**src/verilog/ofs_defs.svh**
```systemverilog
// constants of the output function selector: codes, offsets, reset values, timing
`ifndef OFS_DEFS_SVH
`define OFS_DEFS_SVH

// ----------------------------------------------------------------
// function codes
// ----------------------------------------------------------------
`define OFS_CODE_W 6
`define OFS_FN_NONE 6'h00
`define OFS_FN_RUN 6'h01
`define OFS_FN_FWD 6'h02
`define OFS_FN_REV 6'h03
`define OFS_FN_JOG 6'h04
`define OFS_FN_FAULT 6'h05
`define OFS_FN_LVL_ONE 6'h06
`define OFS_FN_LVL_TWO 6'h07
`define OFS_FN_RATE_HIT 6'h08
`define OFS_FN_ZERO_SPD 6'h09
`define OFS_FN_UPPER 6'h0a
`define OFS_FN_LOWER 6'h0b
`define OFS_FN_READY 6'h0c
`define OFS_FN_PREEXC 6'h0d
`define OFS_FN_OVERLOAD 6'h0e
`define OFS_FN_UNDERLOAD 6'h0f
`define OFS_FN_STAGE 6'h10
`define OFS_FN_CYCLE 6'h11
`define OFS_FN_VIRT_SER 6'h17
`define OFS_FN_VIRT_FLD 6'h18
`define OFS_FN_VIRT_ETH 6'h19
`define OFS_FN_DC_BUS 6'h1a
`define OFS_FN_INDEX 6'h1b
`define OFS_FN_SUPERPOSE 6'h1c
`define OFS_FN_SAFE_OFF 6'h1d
`define OFS_FN_POS_DONE 6'h1e
`define OFS_FN_ZERO_DONE 6'h1f
`define OFS_FN_DIV_DONE 6'h20
`define OFS_FN_LIMITED 6'h21
`define OFS_FN_VIRT_IND 6'h22
`define OFS_FN_RSV_A 6'h23
`define OFS_FN_SWITCHED 6'h24
`define OFS_FN_RSV_LO 6'h25
`define OFS_FN_RSV_HI 6'h28
`define OFS_FN_PGM_LO 6'h29
`define OFS_FN_PGM_HI 6'h2f
`define OFS_FN_TOP_RSV 6'h30
`define OFS_PGM_BITS 7

// ----------------------------------------------------------------
// register map (byte addresses) and reset values
// ----------------------------------------------------------------
`define OFS_OFF_SEL_OC 8'h00
`define OFS_OFF_SEL_FAST 8'h04
`define OFS_OFF_SEL_C1 8'h08
`define OFS_OFF_SEL_C2 8'h0c
`define OFS_OFF_CTRL 8'h10
`define OFS_OFF_STATUS 8'h14
`define OFS_RST_SEL_OC 6'h00
`define OFS_RST_SEL_FAST 6'h00
`define OFS_RST_SEL_C1 6'h01
`define OFS_RST_SEL_C2 6'h05
`define OFS_CTRL_MODE_BIT 0
`define OFS_CTRL_PGM_BIT 1

// ----------------------------------------------------------------
// timing
// ----------------------------------------------------------------
`define OFS_CLK_KHZ 250000
`define OFS_INDEX_HOLD_MS 10

`endif

```
**src/verilog/ofs_pkg.sv**
```systemverilog
// types of the output function selector
package ofs_pkg;
  // ----------------------------------------------------------------
  // types
  // ----------------------------------------------------------------
  typedef logic [5:0] ofs_code_t; // one function code
  typedef enum logic [1:0] {
    OFS_FAST_PULSE = 2'b01, // fast output carries the pulse train
    OFS_FAST_DIGITAL = 2'b10 // fast output acts as a digital output
  } ofs_fast_mode_e;
endpackage

```
**src/verilog/ofs_top.sv**
```systemverilog
// output function selector: four programmable outputs behind an apb slave
//
// Function
// - four outputs; fast one pulse or digital
// - same code usable on several outputs
// - code 0 holds output inactive
// - code 1: running with nonzero rate
// - codes 2/3: forward / reverse output
// - code 4: output during jog
// - code 5: drive fault
// - code 9: actual and reference rate zero
// - codes 10/11: upper / lower limit reached
// - code 12: powers up, no protection, ready
// - code 13: during pre-excitation
// - codes 14/15: overload / underload pre-alarm
// - codes 16/17: sequencer stage / cycle done
// - codes 23-25,34: virtual link bits
// - code 26: dc bus above undervoltage
// - code 27: index pulse held 10 ms
// - code 28: pulse superposition active
// - code 29: safe torque off fault
// - codes 30-32: positioning, zeroing, division done
// - code 33: rate held by limit
// - code 36: speed/position switch-over done
// - codes 41-47: logic program bits when enabled
//
// Implementation choices: the register offsets and register access over APB.
`timescale 1ns/1ns
`include "ofs_defs.svh"

module ofs_top
  import ofs_pkg::*;
#(
  parameter int ADDR_W = 8, // apb address width
  parameter int INDEX_HOLD_CYC = `OFS_INDEX_HOLD_MS * `OFS_CLK_KHZ // index hold cycles
) (
  input wire logic mclk, // system clock, 250 MHz
  input wire logic arst_n, // async reset, active low
  input wire logic psel, // apb select
  input wire logic penable, // apb enable
  input wire logic pwrite, // apb direction
  input wire logic [ADDR_W-1:0] paddr, // apb byte address
  input wire logic [31:0] pwdata, // apb write data
  output logic [31:0] prdata, // apb read data
  output logic pready, // apb ready
  output logic pslverr, // apb error, unmapped address
  input wire logic drv_running, // drive in run state
  input wire logic rate_nonzero, // output rate is nonzero
  input wire logic dir_reverse, // running in reverse
  input wire logic jog_active, // jog operation
  input wire logic drv_fault, // drive fault present
  input wire logic level_detect_one, // first level-detect flag
  input wire logic level_detect_two, // second level-detect flag
  input wire logic rate_reached, // rate-reached flag
  input wire logic out_rate_zero, // actual rate is zero
  input wire logic ref_rate_zero, // reference rate is zero
  input wire logic at_upper_limit, // rate at upper limit
  input wire logic at_lower_limit, // rate at lower limit
  input wire logic main_pwr_ok, // main power established
  input wire logic ctrl_pwr_ok, // control power established
  input wire logic protect_active, // a protection function acts
  input wire logic drive_ready, // drive ready to run
  input wire logic pre_excite, // pre-excitation in progress
  input wire logic overload_alarm, // overload pre-alarm elapsed
  input wire logic underload_alarm, // underload pre-alarm elapsed
  input wire logic seq_stage_done, // sequencer stage done
  input wire logic seq_cycle_done, // sequencer cycle done
  input wire logic virt_serial_bit, // virtual bit, serial link
  input wire logic virt_fieldbus_bit, // virtual bit, fieldbus link
  input wire logic virt_ethernet_bit, // virtual bit, ethernet link
  input wire logic virt_industrial_bit, // virtual bit, industrial ethernet
  input wire logic dc_bus_ok, // dc bus above undervoltage
  input wire logic enc_index, // encoder index pulse
  input wire logic pulse_superpose, // superposition input active
  input wire logic safe_torque_off, // safe torque off fault
  input wire logic position_done, // positioning completed
  input wire logic spindle_zero_done, // spindle zeroing completed
  input wire logic spindle_div_done, // scale-division completed
  input wire logic rate_limited, // rate held by a limit
  input wire logic mode_switch_done, // speed/position switch-over done
  input wire logic logic_pgm_oc_one, // logic program bit, code 41
  input wire logic logic_pgm_oc_two, // logic program bit, code 42
  input wire logic logic_pgm_fast_out, // logic program bit, code 43
  input wire logic logic_pgm_contact_one, // logic program bit, code 44
  input wire logic logic_pgm_contact_two, // logic program bit, code 45
  input wire logic logic_pgm_contact_three, // logic program bit, code 46
  input wire logic logic_pgm_contact_four, // logic program bit, code 47
  input wire logic fast_pulse_in, // pulse train from pulse generator
  output logic oc_out, // open-collector output level
  output logic fast_pulse_output, // fast output level
  output logic contact_one_out, // first contact output level
  output logic contact_two_out // second contact output level
);

  // ----------------------------------------------------------------
  // declarations
  // ----------------------------------------------------------------
  localparam int IDX_W = $clog2(INDEX_HOLD_CYC + 1); // index counter width
  localparam logic [IDX_W-1:0] IDX_LOAD = IDX_W'(INDEX_HOLD_CYC); // count loaded
  localparam logic [IDX_W-1:0] IDX_ZERO = '0; // counter idle

  ofs_code_t sel_oc_reg; // code of open-collector output
  ofs_code_t sel_fast_reg; // code of fast output
  ofs_code_t sel_c1_reg; // code of first contact
  ofs_code_t sel_c2_reg; // code of second contact
  ofs_fast_mode_e fast_mode_reg; // fast output mode
  logic pgm_enable_reg; // logic-program enable
  logic [IDX_W-1:0] idx_cnt_reg; // index hold counter
  logic idx_active; // index hold running
  logic [63:0] cond_vec; // condition per function code
  logic [6:0] pgm_bits; // logic program bits, code order
  logic [31:0] prdata_reg; // read data flop
  logic pready_reg; // ready flop
  logic pslverr_reg; // error flop
  logic [3:0] out_reg; // output levels flop
  logic setup_ph; // apb setup cycle
  logic access_done; // apb transfer completes
  logic addr_ok; // address is mapped
  logic [31:0] rd_mux; // read data of addressed register

  // ----------------------------------------------------------------
  // functions
  // ----------------------------------------------------------------
  // pick the condition for one code; shared by all four outputs
  function automatic logic cond_pick(input ofs_code_t code, input logic [63:0] vec);
    cond_pick = vec[code];
  endfunction

  // word-aligned decode of a mapped register
  function automatic logic addr_hit(input logic [ADDR_W-1:0] a, input logic [7:0] off);
    addr_hit = (a == ADDR_W'(off));
  endfunction

  // ----------------------------------------------------------------
  // condition vector
  // ----------------------------------------------------------------
  assign idx_active = (idx_cnt_reg != IDX_ZERO);
  assign pgm_bits = {logic_pgm_contact_four, logic_pgm_contact_three,
                     logic_pgm_contact_two, logic_pgm_contact_one,
                     logic_pgm_fast_out, logic_pgm_oc_two, logic_pgm_oc_one};

  // unlisted and reserved codes keep their default of zero
  always_comb begin
    cond_vec = '0;
    cond_vec[`OFS_FN_RUN] = drv_running && rate_nonzero;
    cond_vec[`OFS_FN_FWD] = drv_running && rate_nonzero && !dir_reverse;
    cond_vec[`OFS_FN_REV] = drv_running && rate_nonzero && dir_reverse;
    cond_vec[`OFS_FN_JOG] = jog_active && rate_nonzero;
    cond_vec[`OFS_FN_FAULT] = drv_fault;
    cond_vec[`OFS_FN_LVL_ONE] = level_detect_one;
    cond_vec[`OFS_FN_LVL_TWO] = level_detect_two;
    cond_vec[`OFS_FN_RATE_HIT] = rate_reached;
    cond_vec[`OFS_FN_ZERO_SPD] = out_rate_zero && ref_rate_zero;
    cond_vec[`OFS_FN_UPPER] = at_upper_limit;
    cond_vec[`OFS_FN_LOWER] = at_lower_limit;
    // all four terms must hold; any protection blocks it
    cond_vec[`OFS_FN_READY] = main_pwr_ok && ctrl_pwr_ok && !protect_active && drive_ready;
    cond_vec[`OFS_FN_PREEXC] = pre_excite;
    cond_vec[`OFS_FN_OVERLOAD] = overload_alarm;
    cond_vec[`OFS_FN_UNDERLOAD] = underload_alarm;
    cond_vec[`OFS_FN_STAGE] = seq_stage_done;
    cond_vec[`OFS_FN_CYCLE] = seq_cycle_done;
    cond_vec[`OFS_FN_VIRT_SER] = virt_serial_bit;
    cond_vec[`OFS_FN_VIRT_FLD] = virt_fieldbus_bit;
    cond_vec[`OFS_FN_VIRT_ETH] = virt_ethernet_bit;
    cond_vec[`OFS_FN_VIRT_IND] = virt_industrial_bit;
    cond_vec[`OFS_FN_DC_BUS] = dc_bus_ok;
    cond_vec[`OFS_FN_INDEX] = idx_active;
    cond_vec[`OFS_FN_SUPERPOSE] = pulse_superpose;
    cond_vec[`OFS_FN_SAFE_OFF] = safe_torque_off;
    cond_vec[`OFS_FN_POS_DONE] = position_done;
    cond_vec[`OFS_FN_ZERO_DONE] = spindle_zero_done;
    cond_vec[`OFS_FN_DIV_DONE] = spindle_div_done;
    cond_vec[`OFS_FN_LIMITED] = rate_limited;
    cond_vec[`OFS_FN_SWITCHED] = mode_switch_done;
    // program bits only pass while the program is enabled
    for (int i = 0; i < `OFS_PGM_BITS; i++) begin
      cond_vec[int'(`OFS_FN_PGM_LO) + i] = pgm_bits[i] && pgm_enable_reg;
    end
  end

  // ----------------------------------------------------------------
  // index pulse stretcher
  // ----------------------------------------------------------------
  // a new index pulse restarts the hold; one shared timer serves all outputs
  always_ff @(posedge mclk or negedge arst_n) begin
    if (!arst_n) begin
      idx_cnt_reg <= IDX_ZERO;
    end else if (enc_index) begin
      idx_cnt_reg <= IDX_LOAD;
    end else if (idx_active) begin
      idx_cnt_reg <= idx_cnt_reg - IDX_W'(1);
    end
  end

  // ----------------------------------------------------------------
  // output stage
  // ----------------------------------------------------------------
  // each output reads its own code, so codes may repeat freely
  always_ff @(posedge mclk or negedge arst_n) begin
    if (!arst_n) begin
      out_reg <= 4'h0;
    end else begin
      out_reg[0] <= cond_pick(sel_oc_reg, cond_vec);
      // pulse mode bypasses the code; the train comes from the generator
      if (fast_mode_reg == OFS_FAST_PULSE) begin
        out_reg[1] <= fast_pulse_in;
      end else begin
        out_reg[1] <= cond_pick(sel_fast_reg, cond_vec);
      end
      out_reg[2] <= cond_pick(sel_c1_reg, cond_vec);
      out_reg[3] <= cond_pick(sel_c2_reg, cond_vec);
    end
  end

  assign oc_out = out_reg[0];
  assign fast_pulse_output = out_reg[1];
  assign contact_one_out = out_reg[2];
  assign contact_two_out = out_reg[3];

  // ----------------------------------------------------------------
  // apb slave
  // ----------------------------------------------------------------
  assign setup_ph = psel && !penable;
  assign access_done = psel && penable && pready_reg;
  assign addr_ok = addr_hit(paddr, `OFS_OFF_SEL_OC) || addr_hit(paddr, `OFS_OFF_SEL_FAST)
                || addr_hit(paddr, `OFS_OFF_SEL_C1) || addr_hit(paddr, `OFS_OFF_SEL_C2)
                || addr_hit(paddr, `OFS_OFF_CTRL) || addr_hit(paddr, `OFS_OFF_STATUS);

  // read mux; unmapped reads return zero
  always_comb begin
    rd_mux = 32'h0000_0000;
    if (addr_hit(paddr, `OFS_OFF_SEL_OC)) begin
      rd_mux[5:0] = sel_oc_reg;
    end else if (addr_hit(paddr, `OFS_OFF_SEL_FAST)) begin
      rd_mux[5:0] = sel_fast_reg;
    end else if (addr_hit(paddr, `OFS_OFF_SEL_C1)) begin
      rd_mux[5:0] = sel_c1_reg;
    end else if (addr_hit(paddr, `OFS_OFF_SEL_C2)) begin
      rd_mux[5:0] = sel_c2_reg;
    end else if (addr_hit(paddr, `OFS_OFF_CTRL)) begin
      rd_mux[`OFS_CTRL_MODE_BIT] = (fast_mode_reg == OFS_FAST_DIGITAL);
      rd_mux[`OFS_CTRL_PGM_BIT] = pgm_enable_reg;
    end else if (addr_hit(paddr, `OFS_OFF_STATUS)) begin
      rd_mux[4:0] = {idx_active, out_reg};
    end
  end

  // ready rises in the access cycle: one wait-free answer per transfer
  always_ff @(posedge mclk or negedge arst_n) begin
    if (!arst_n) begin
      pready_reg <= 1'b0;
      pslverr_reg <= 1'b0;
      prdata_reg <= 32'h0000_0000;
    end else begin
      pready_reg <= setup_ph;
      pslverr_reg <= setup_ph && !addr_ok;
      if (setup_ph && !pwrite) begin
        prdata_reg <= rd_mux;
      end
    end
  end

  assign prdata = prdata_reg;
  assign pready = pready_reg;
  assign pslverr = pslverr_reg;

  // register writes land at the completing edge; status is read-only
  always_ff @(posedge mclk or negedge arst_n) begin
    if (!arst_n) begin
      sel_oc_reg <= `OFS_RST_SEL_OC;
      sel_fast_reg <= `OFS_RST_SEL_FAST;
      sel_c1_reg <= `OFS_RST_SEL_C1;
      sel_c2_reg <= `OFS_RST_SEL_C2;
      fast_mode_reg <= OFS_FAST_PULSE;
      pgm_enable_reg <= 1'b0;
    end else if (access_done && pwrite) begin
      if (addr_hit(paddr, `OFS_OFF_SEL_OC)) begin
        sel_oc_reg <= pwdata[5:0];
      end
      if (addr_hit(paddr, `OFS_OFF_SEL_FAST)) begin
        sel_fast_reg <= pwdata[5:0];
      end
      if (addr_hit(paddr, `OFS_OFF_SEL_C1)) begin
        sel_c1_reg <= pwdata[5:0];
      end
      if (addr_hit(paddr, `OFS_OFF_SEL_C2)) begin
        sel_c2_reg <= pwdata[5:0];
      end
      if (addr_hit(paddr, `OFS_OFF_CTRL)) begin
        fast_mode_reg <= pwdata[`OFS_CTRL_MODE_BIT] ? OFS_FAST_DIGITAL : OFS_FAST_PULSE;
        pgm_enable_reg <= pwdata[`OFS_CTRL_PGM_BIT];
      end
    end
  end
endmodule // ofs_top
```
**config.mk**
```make
export PLATFORM = sky130hd
export DESIGN_NAME = ofs_top
export DESIGN_NICKNAME = d
export VERILOG_FILES = /design/src/verilog/ofs_pkg.sv /design/src/verilog/ofs_top.sv
export VERILOG_INCLUDE_DIRS = /design/src /design/src/verilog
export SDC_FILE = /design/constraint.sdc
export NUM_CORES = 1
export LEC_CHECK = 0
export BUFFER_PORTS_ARGS = -buffer_cell sky130_fd_sc_hd__buf_2
export CORE_MARGIN = 8
export CORE_UTILIZATION = 50
export CTS_CLUSTER_DIAMETER = 50
export DETAILED_ROUTE_END_ITERATION = 10
export PLACE_DENSITY = 0.85
export SYNTH_ARGS = -nofsm -noshare
export SYNTH_HDL_FRONTEND = slang
export SYNTH_SLANG_ARGS = --single-unit
```
**constraint.sdc**
```tcl
create_clock -name mclk -period 4.3 [get_ports mclk]
set_input_delay 0.215 -clock mclk [delete_from_list [all_inputs] [get_ports mclk]]
set_output_delay 0.215 -clock mclk [all_outputs]
set_load 0.05 [all_outputs]
```
==> flow_summary.ini, run 1 <==
[outcome]
status = finished clean

[power_and_ir_drop]
comb_power_share_pct = 17.6
p_seq_share_pct = 45.7
clkPwrFrac_pct = 36.6
power_density_nw_per_um2 = 259
p_switching_mw = 0.396
ir_worst_vdd_v = 0.000107
intPower_mw = 0.940
swShare_pct = 29.6
power_leakage_nw = 2.10

[clock_tree]
clock_latency_ns = 0.34
root_buffer = clkbuf_8
cts_hold_buf = 0
clk_pin_slew_ns = 0.07
numCtsBuffers = 9
cts_tree = built
ctsResizeCount = 0
cts_max_path_buffers = 2
cts_sinks = 61
post_cts.repair.setup_buffers = 0
htreeDepth = 3

[routing]
viasPerCell = 6.49
wl_per_cell_um = 20.1
drt_iter0_markers = 522
drc = 0
ant_nets = 0
firstDrtPassIters = 5
via_count = 4297
routed_wl_mm = 13.3

[yosys]
synth-seq-area-share_pct = 32.6
yosys.area.top_type = dfrtp_1
yosysUniqueCellTypes = 67
synth-edff-count = 0
syn-cell-area_sq_um = 4700
syn_inst = 496
async_flop_share_pct = 100
synth_area_leaders = dfrtp_1 (30%), mux2_2 (7.2%), mux4_2 (6.7%)
synthFlopType = dfrtp_1
yosysTopAreaCellShare_pct = 30.4
yosys_warnings = 0
synth.ff_latch_count = 61
syn_area_per_cell_sq_um = 9.47

[critical_path]
cp_slowest_cell = dfrtp_1
critPathCaptureType = flop
path_cells = mux4_2, o21ai_0, nor2_1, or3_1, a221o_1
reg2reg_from = sel_fast_reg[0]
arrival_ns = 2.96
r2r-end = out_reg[1]
cpPeakStageDelay_ns = 0.91
critPathMaxFanout = 20
critical-path-top-delay-family = flip-flops
critPathRequiredTime_ns = 4.53
cp-start-kind = flop
worst-path-buf-inv = 0
rr_worst_depth = 5
r2r_slack_ns = 1.57
path_class = flop to flop

[timing]
min_period_ns = 2.73
rsz0062_at_grt = no
hold_viol = 0
fmax_mhz = 366
worst_slew_pin_slew_ns = 0.869
fin_ws_ns = 1.57
maxSlewViolCount = 0
tns_ns = 0
period_share_pct = 63.6
slew_headroom_pct = 42.1
setup_viol = 0
fin_skew_ns = 0.0135

[finish]
final_cell_mix = buf_2 (72), dfrtp_1 (57), nor2_1 (44), mux2_2 (30)
layout_commonest_cell = buf_2
fin_nets = 635
largest_reg_flops = 22
multi_input_area_sq_um = 2860
fin_area_sq_um = 5150
layout-drive-gt1-share_pct = 26.7
num_antenna_cells = 0
finalCoreUtilization_pct = 56.0
syn2layout_area_growth_pct = 9.65
regArea_sq_um = 1530
num-fill-cells = 800

[placed_design]
pre_cts_ws_ns = 1.58
place_congestion = 0.903
hpwl_mm = 9.37
port_buffers = 72
dpl_cell_area_sq_um = 4960

[grt]
grt_usage_pct = 20.4
grt_max_degree = 62
antenna_found_initial = 0
grt_pass1_vias = 4135
grt_overflow = 0
grt_pass1_wl_mm = 21.1

[die]
die_w_um = 113
coreArea_sq_um = 9200
dieArea_sq_um = 12700
num_io_pins = 125
rows = 35
start_util_pct = 51.1
die_h_um = 113

[run]
maxCapViolCount = 0

[min_path]
min_path_type = primary input to asynchronous set/reset pin
## layout make-up
type,count,share of cell area [%]
inverter,14,1.02
clock inverter,1,0.0972
multi-input combinational,386,55.5
sequential,61,29.7
tap,111,2.70
timing repair buffer,74,7.29
clock buffer,15,3.62
## worst max-delay path by stage
| stage | start | to | slack, ns | cells past startpoint |
|---|---|---|---|---|
| 2_1_floorplan | idx_cnt_reg[0] | idx_cnt_reg[19] | 2.22 | 8 |
| 3_3_place_gp | sel_fast_reg[0] | out_reg[1] | 1.63 | 5 |
| 3_5_place_dp | sel_fast_reg[0] | out_reg[1] | 1.58 | 5 |
| 4_1_cts | sel_fast_reg[0] | out_reg[1] | 1.61 | 5 |
| 5_1_grt | idx_cnt_reg[8] | idx_cnt_reg[19] | 1.43 | 5 |
| 6_report | sel_fast_reg[0] | out_reg[1] | 1.57 | 5 |
## per-layer routing
layer,vias to the layer above,routed length [um],GRT usage (%)
met5,-,0,0
met4,0,496,8.70
met3,48,1670,5.32
met2,290,6080,32.7
met1,2045,5070,25.6
li1,1914,-,-
## cells in the mapped netlist, types with 4 or more instances
cell / number
buf_2: 13
nand2b_1: 12
a311oi_1: 4
nor3b_1: 5
o31ai_1: 5
xnor2_1: 8
inv_1: 14
mux4_2: 14
nor2_1: 44
dfstp_2: 4
buf_4: 26
a221oi_1: 7
a211oi_1: 6
o211ai_1: 10
mux2_2: 30
mux2i_1: 26
nand4_1: 4
o22ai_1: 6
nor3_1: 12
clkbuf_1: 15
nand2_1: 26
o21ai_0: 15
nand3b_1: 4
nand3_1: 8
a2111oi_0: 6
a21oi_1: 20
dfrtp_1: 57
or3_1: 6
o41ai_1: 5
xor2_1: 11
buf_1: 5
and2_1: 4
o2111ai_1: 8
nor2b_1: 8
## kinds of logic after synthesis
group,count (synthesis),share of synthesized area [%]
multiplexers,71,19.7
XOR/XNOR,19,3.54
AND/OR/NAND/NOR,154,17.3
adder cells (fa/ha/maj),2,0.533
AO/OA/AOI/OAI,114,17.7
flip-flops,61,32.6
buffers and inverters,74,8.50
other,1,0.0799
## through the flow
step	power [mW]	cells	hold WS [ns]
3_3_place_gp	0.844	646	0.400
4_1_cts	1.34	662	0.0602
3_5_place_dp	0.852	646	0.412
5_1_grt	1.39	662	0.0718
2_1_floorplan	0.792	521	-0.0806
6_report	1.34	662	0.0232
## power by group through the flow
stage	clock network [mW]	registers [mW]	logic (mW)
final	0.489	0.611	0.236
after global routing	0.518	0.613	0.258
after CTS	0.495	0.611	0.234
after detailed placement	0	0.620	0.232
after global placement	0	0.619	0.225
after floorplan	0	0.620	0.172
## worst reg2reg max path, cell delays in order, from the launching register on
cell	delay [ns]
dfrtp_1	0.91
mux4_2	0.62
o21ai_0	0.27
nor2_1	0.08
or3_1	0.40
a221o_1	0.35
(Power assumes the default switching activity.)
==> run 2, diff against run 1 <==
==> constraint.sdc (replaced) <==
create_clock -name mclk -period 2.7 [get_ports mclk]
set_input_delay 0.135 -clock mclk [delete_from_list [all_inputs] [get_ports mclk]]
set_output_delay 0.135 -clock mclk [all_outputs]
set_load 0.05 [all_outputs]
==> run 2 against run 1 <==
  * Worst setup slack got worse by 1.3 ns
  * Critical path type unchanged
  * Critical endpoint unchanged
  * Global-route usage up 0.71 points
  * Final area increased by 1.9%
  * Largest cell class unchanged
==> flow_summary.ini, run 2 (same netlist as run 1, synthesis figures left out) <==
[outcome]
status = finished clean

[die]
die_h_um = 113
coreArea_sq_um = 9200
die_w_um = 113
start_util_pct = 51.1
dieArea_sq_um = 12700
num_io_pins = 125
rows = 35

[grt]
grt_max_degree = 46
grt_usage_pct = 21.2
grt_overflow = 0
grt_pass1_vias = 4370
grt_pass1_wl_mm = 21.7
antenna_found_initial = 0

[placed_design]
port_buffers = 72
place_congestion = 0.915
hpwl_mm = 10.1

[critical_path]
path_class = flop to flop
cp-start-kind = flop
path_cells = inv_1, ha_1, nor3b_1, and3_1, a311oi_1, or3_1, a221o_1
critPathMaxFanout = 5
arrival_ns = 2.66
cpPeakStageDelay_ns = 0.47
cp_slowest_cell = nor3b_1
worst-path-buf-inv = 1
critical-path-top-delay-family = simple AND/OR/NAND/NOR gates
critPathRequiredTime_ns = 2.93
critPathCaptureType = flop

[clock_tree]
numCtsBuffers = 9
post_cts.repair.setup_buffers = 0
ctsResizeCount = 0
cts_sinks = 61
cts_max_path_buffers = 2
root_buffer = clkbuf_8
cts_tree = built
htreeDepth = 3
clock_latency_ns = 0.35
clk_pin_slew_ns = 0.07

[routing]
firstDrtPassIters = 5
drt_iter0_markers = 416
ant_nets = 0
drc = 0
wl_per_cell_um = 20.2
viasPerCell = 6.44
routed_wl_mm = 13.7
via_count = 4376

[timing]
rsz0062_at_grt = no
fin_skew_ns = 0.00908
maxSlewViolCount = 0
slew_headroom_pct = 35.7
worst_slew_pin_slew_ns = 0.964
hold_viol = 0
min_period_ns = 2.43
fmax_mhz = 412
tns_ns = 0
period_share_pct = 89.9
setup_viol = 0

[finish]
fin_nets = 652
multi_input_area_sq_um = 2860
regArea_sq_um = 1530
finalCoreUtilization_pct = 57.1
layout-drive-gt1-share_pct = 28.5
largest_reg_flops = 22
final_cell_mix = buf_2 (72), dfrtp_1 (57), nor2_1 (44), mux2_2 (30)
syn2layout_area_growth_pct = 11.8
num_antenna_cells = 0
num-fill-cells = 799
layout_commonest_cell = buf_2

[power_and_ir_drop]
power_density_nw_per_um2 = 390
ir_worst_vdd_v = 0.000192
power_leakage_nw = 2.17

[run]
maxCapViolCount = 0

[min_path]
min_path_type = primary input to flop
-- run 2: power by group --
part | switching (mW) | total (mW) | leakage [nW] | internal [mW]
sequential | 0.0312 | 0.971 | 0.789 | 0.939
clock | 0.360 | 0.687 | 0.0829 | 0.326
combinational | 0.262 | 0.391 | 1.30 | 0.129
-- run 2: what timing repair did --
item                                    CTS  global route
endpoints found under the setup margin    0             0
hold buffers                              2             0
endpoints found under the hold margin    41             0
-- run 2: through the flow --
step | cells | hold slack (ns) | worst slack (ns) | power (mW) | instance area [sq um]
5_1_grt | 679 | 0.0124 | 0.126 | 2.13 | 5250
3_3_place_gp | 661 | 0.325 | 0.400 | 1.35 | 5070
4_1_cts | 679 | 0.0185 | 0.313 | 2.05 | 5250
6_report | 679 | 0.0262 | 0.272 | 2.05 | 5250
2_1_floorplan | 521 | -0.161 | 0.620 | 1.26 | 4790
3_5_place_dp | 661 | 0.336 | 0.337 | 1.37 | 5070
-- run 2: worst paths after layout --
check	startpoint	to	slack (ns)	cells after the start
setup reg to reg	idx_cnt_reg[0]	out_reg[1]	0.27	7
max in group asynchronous	arst_n	fast_mode_reg[0]	1.44	3
hold reg to reg	prdata[0]	prdata[0]	0.48	2
hold / removal	fast_pulse_in	out_reg[1]	0.03	2
setup / recovery	idx_cnt_reg[0]	out_reg[1]	0.27	7
min in group asynchronous	arst_n	idx_cnt_reg[6]	0.49	2
-- run 2: final cells by class --
class | instances | share of cell area, %
clock inverters | 5 | 0.524
multi-input cells | 386 | 54.5
well taps | 111 | 2.65
inverters | 14 | 1.00
flip-flops and latches | 61 | 29.2
clock buffers | 11 | 2.50
repair buffers | 91 | 9.68
-- run 2: per-layer routing --
metal	vias to the layer above	track usage, %	wire length, um
met1	2112	25.9	5360
met2	270	33.8	6370
met4	0	7.99	404
li1	1945	-	-
met5	-	0	0
met3	49	7.19	1600
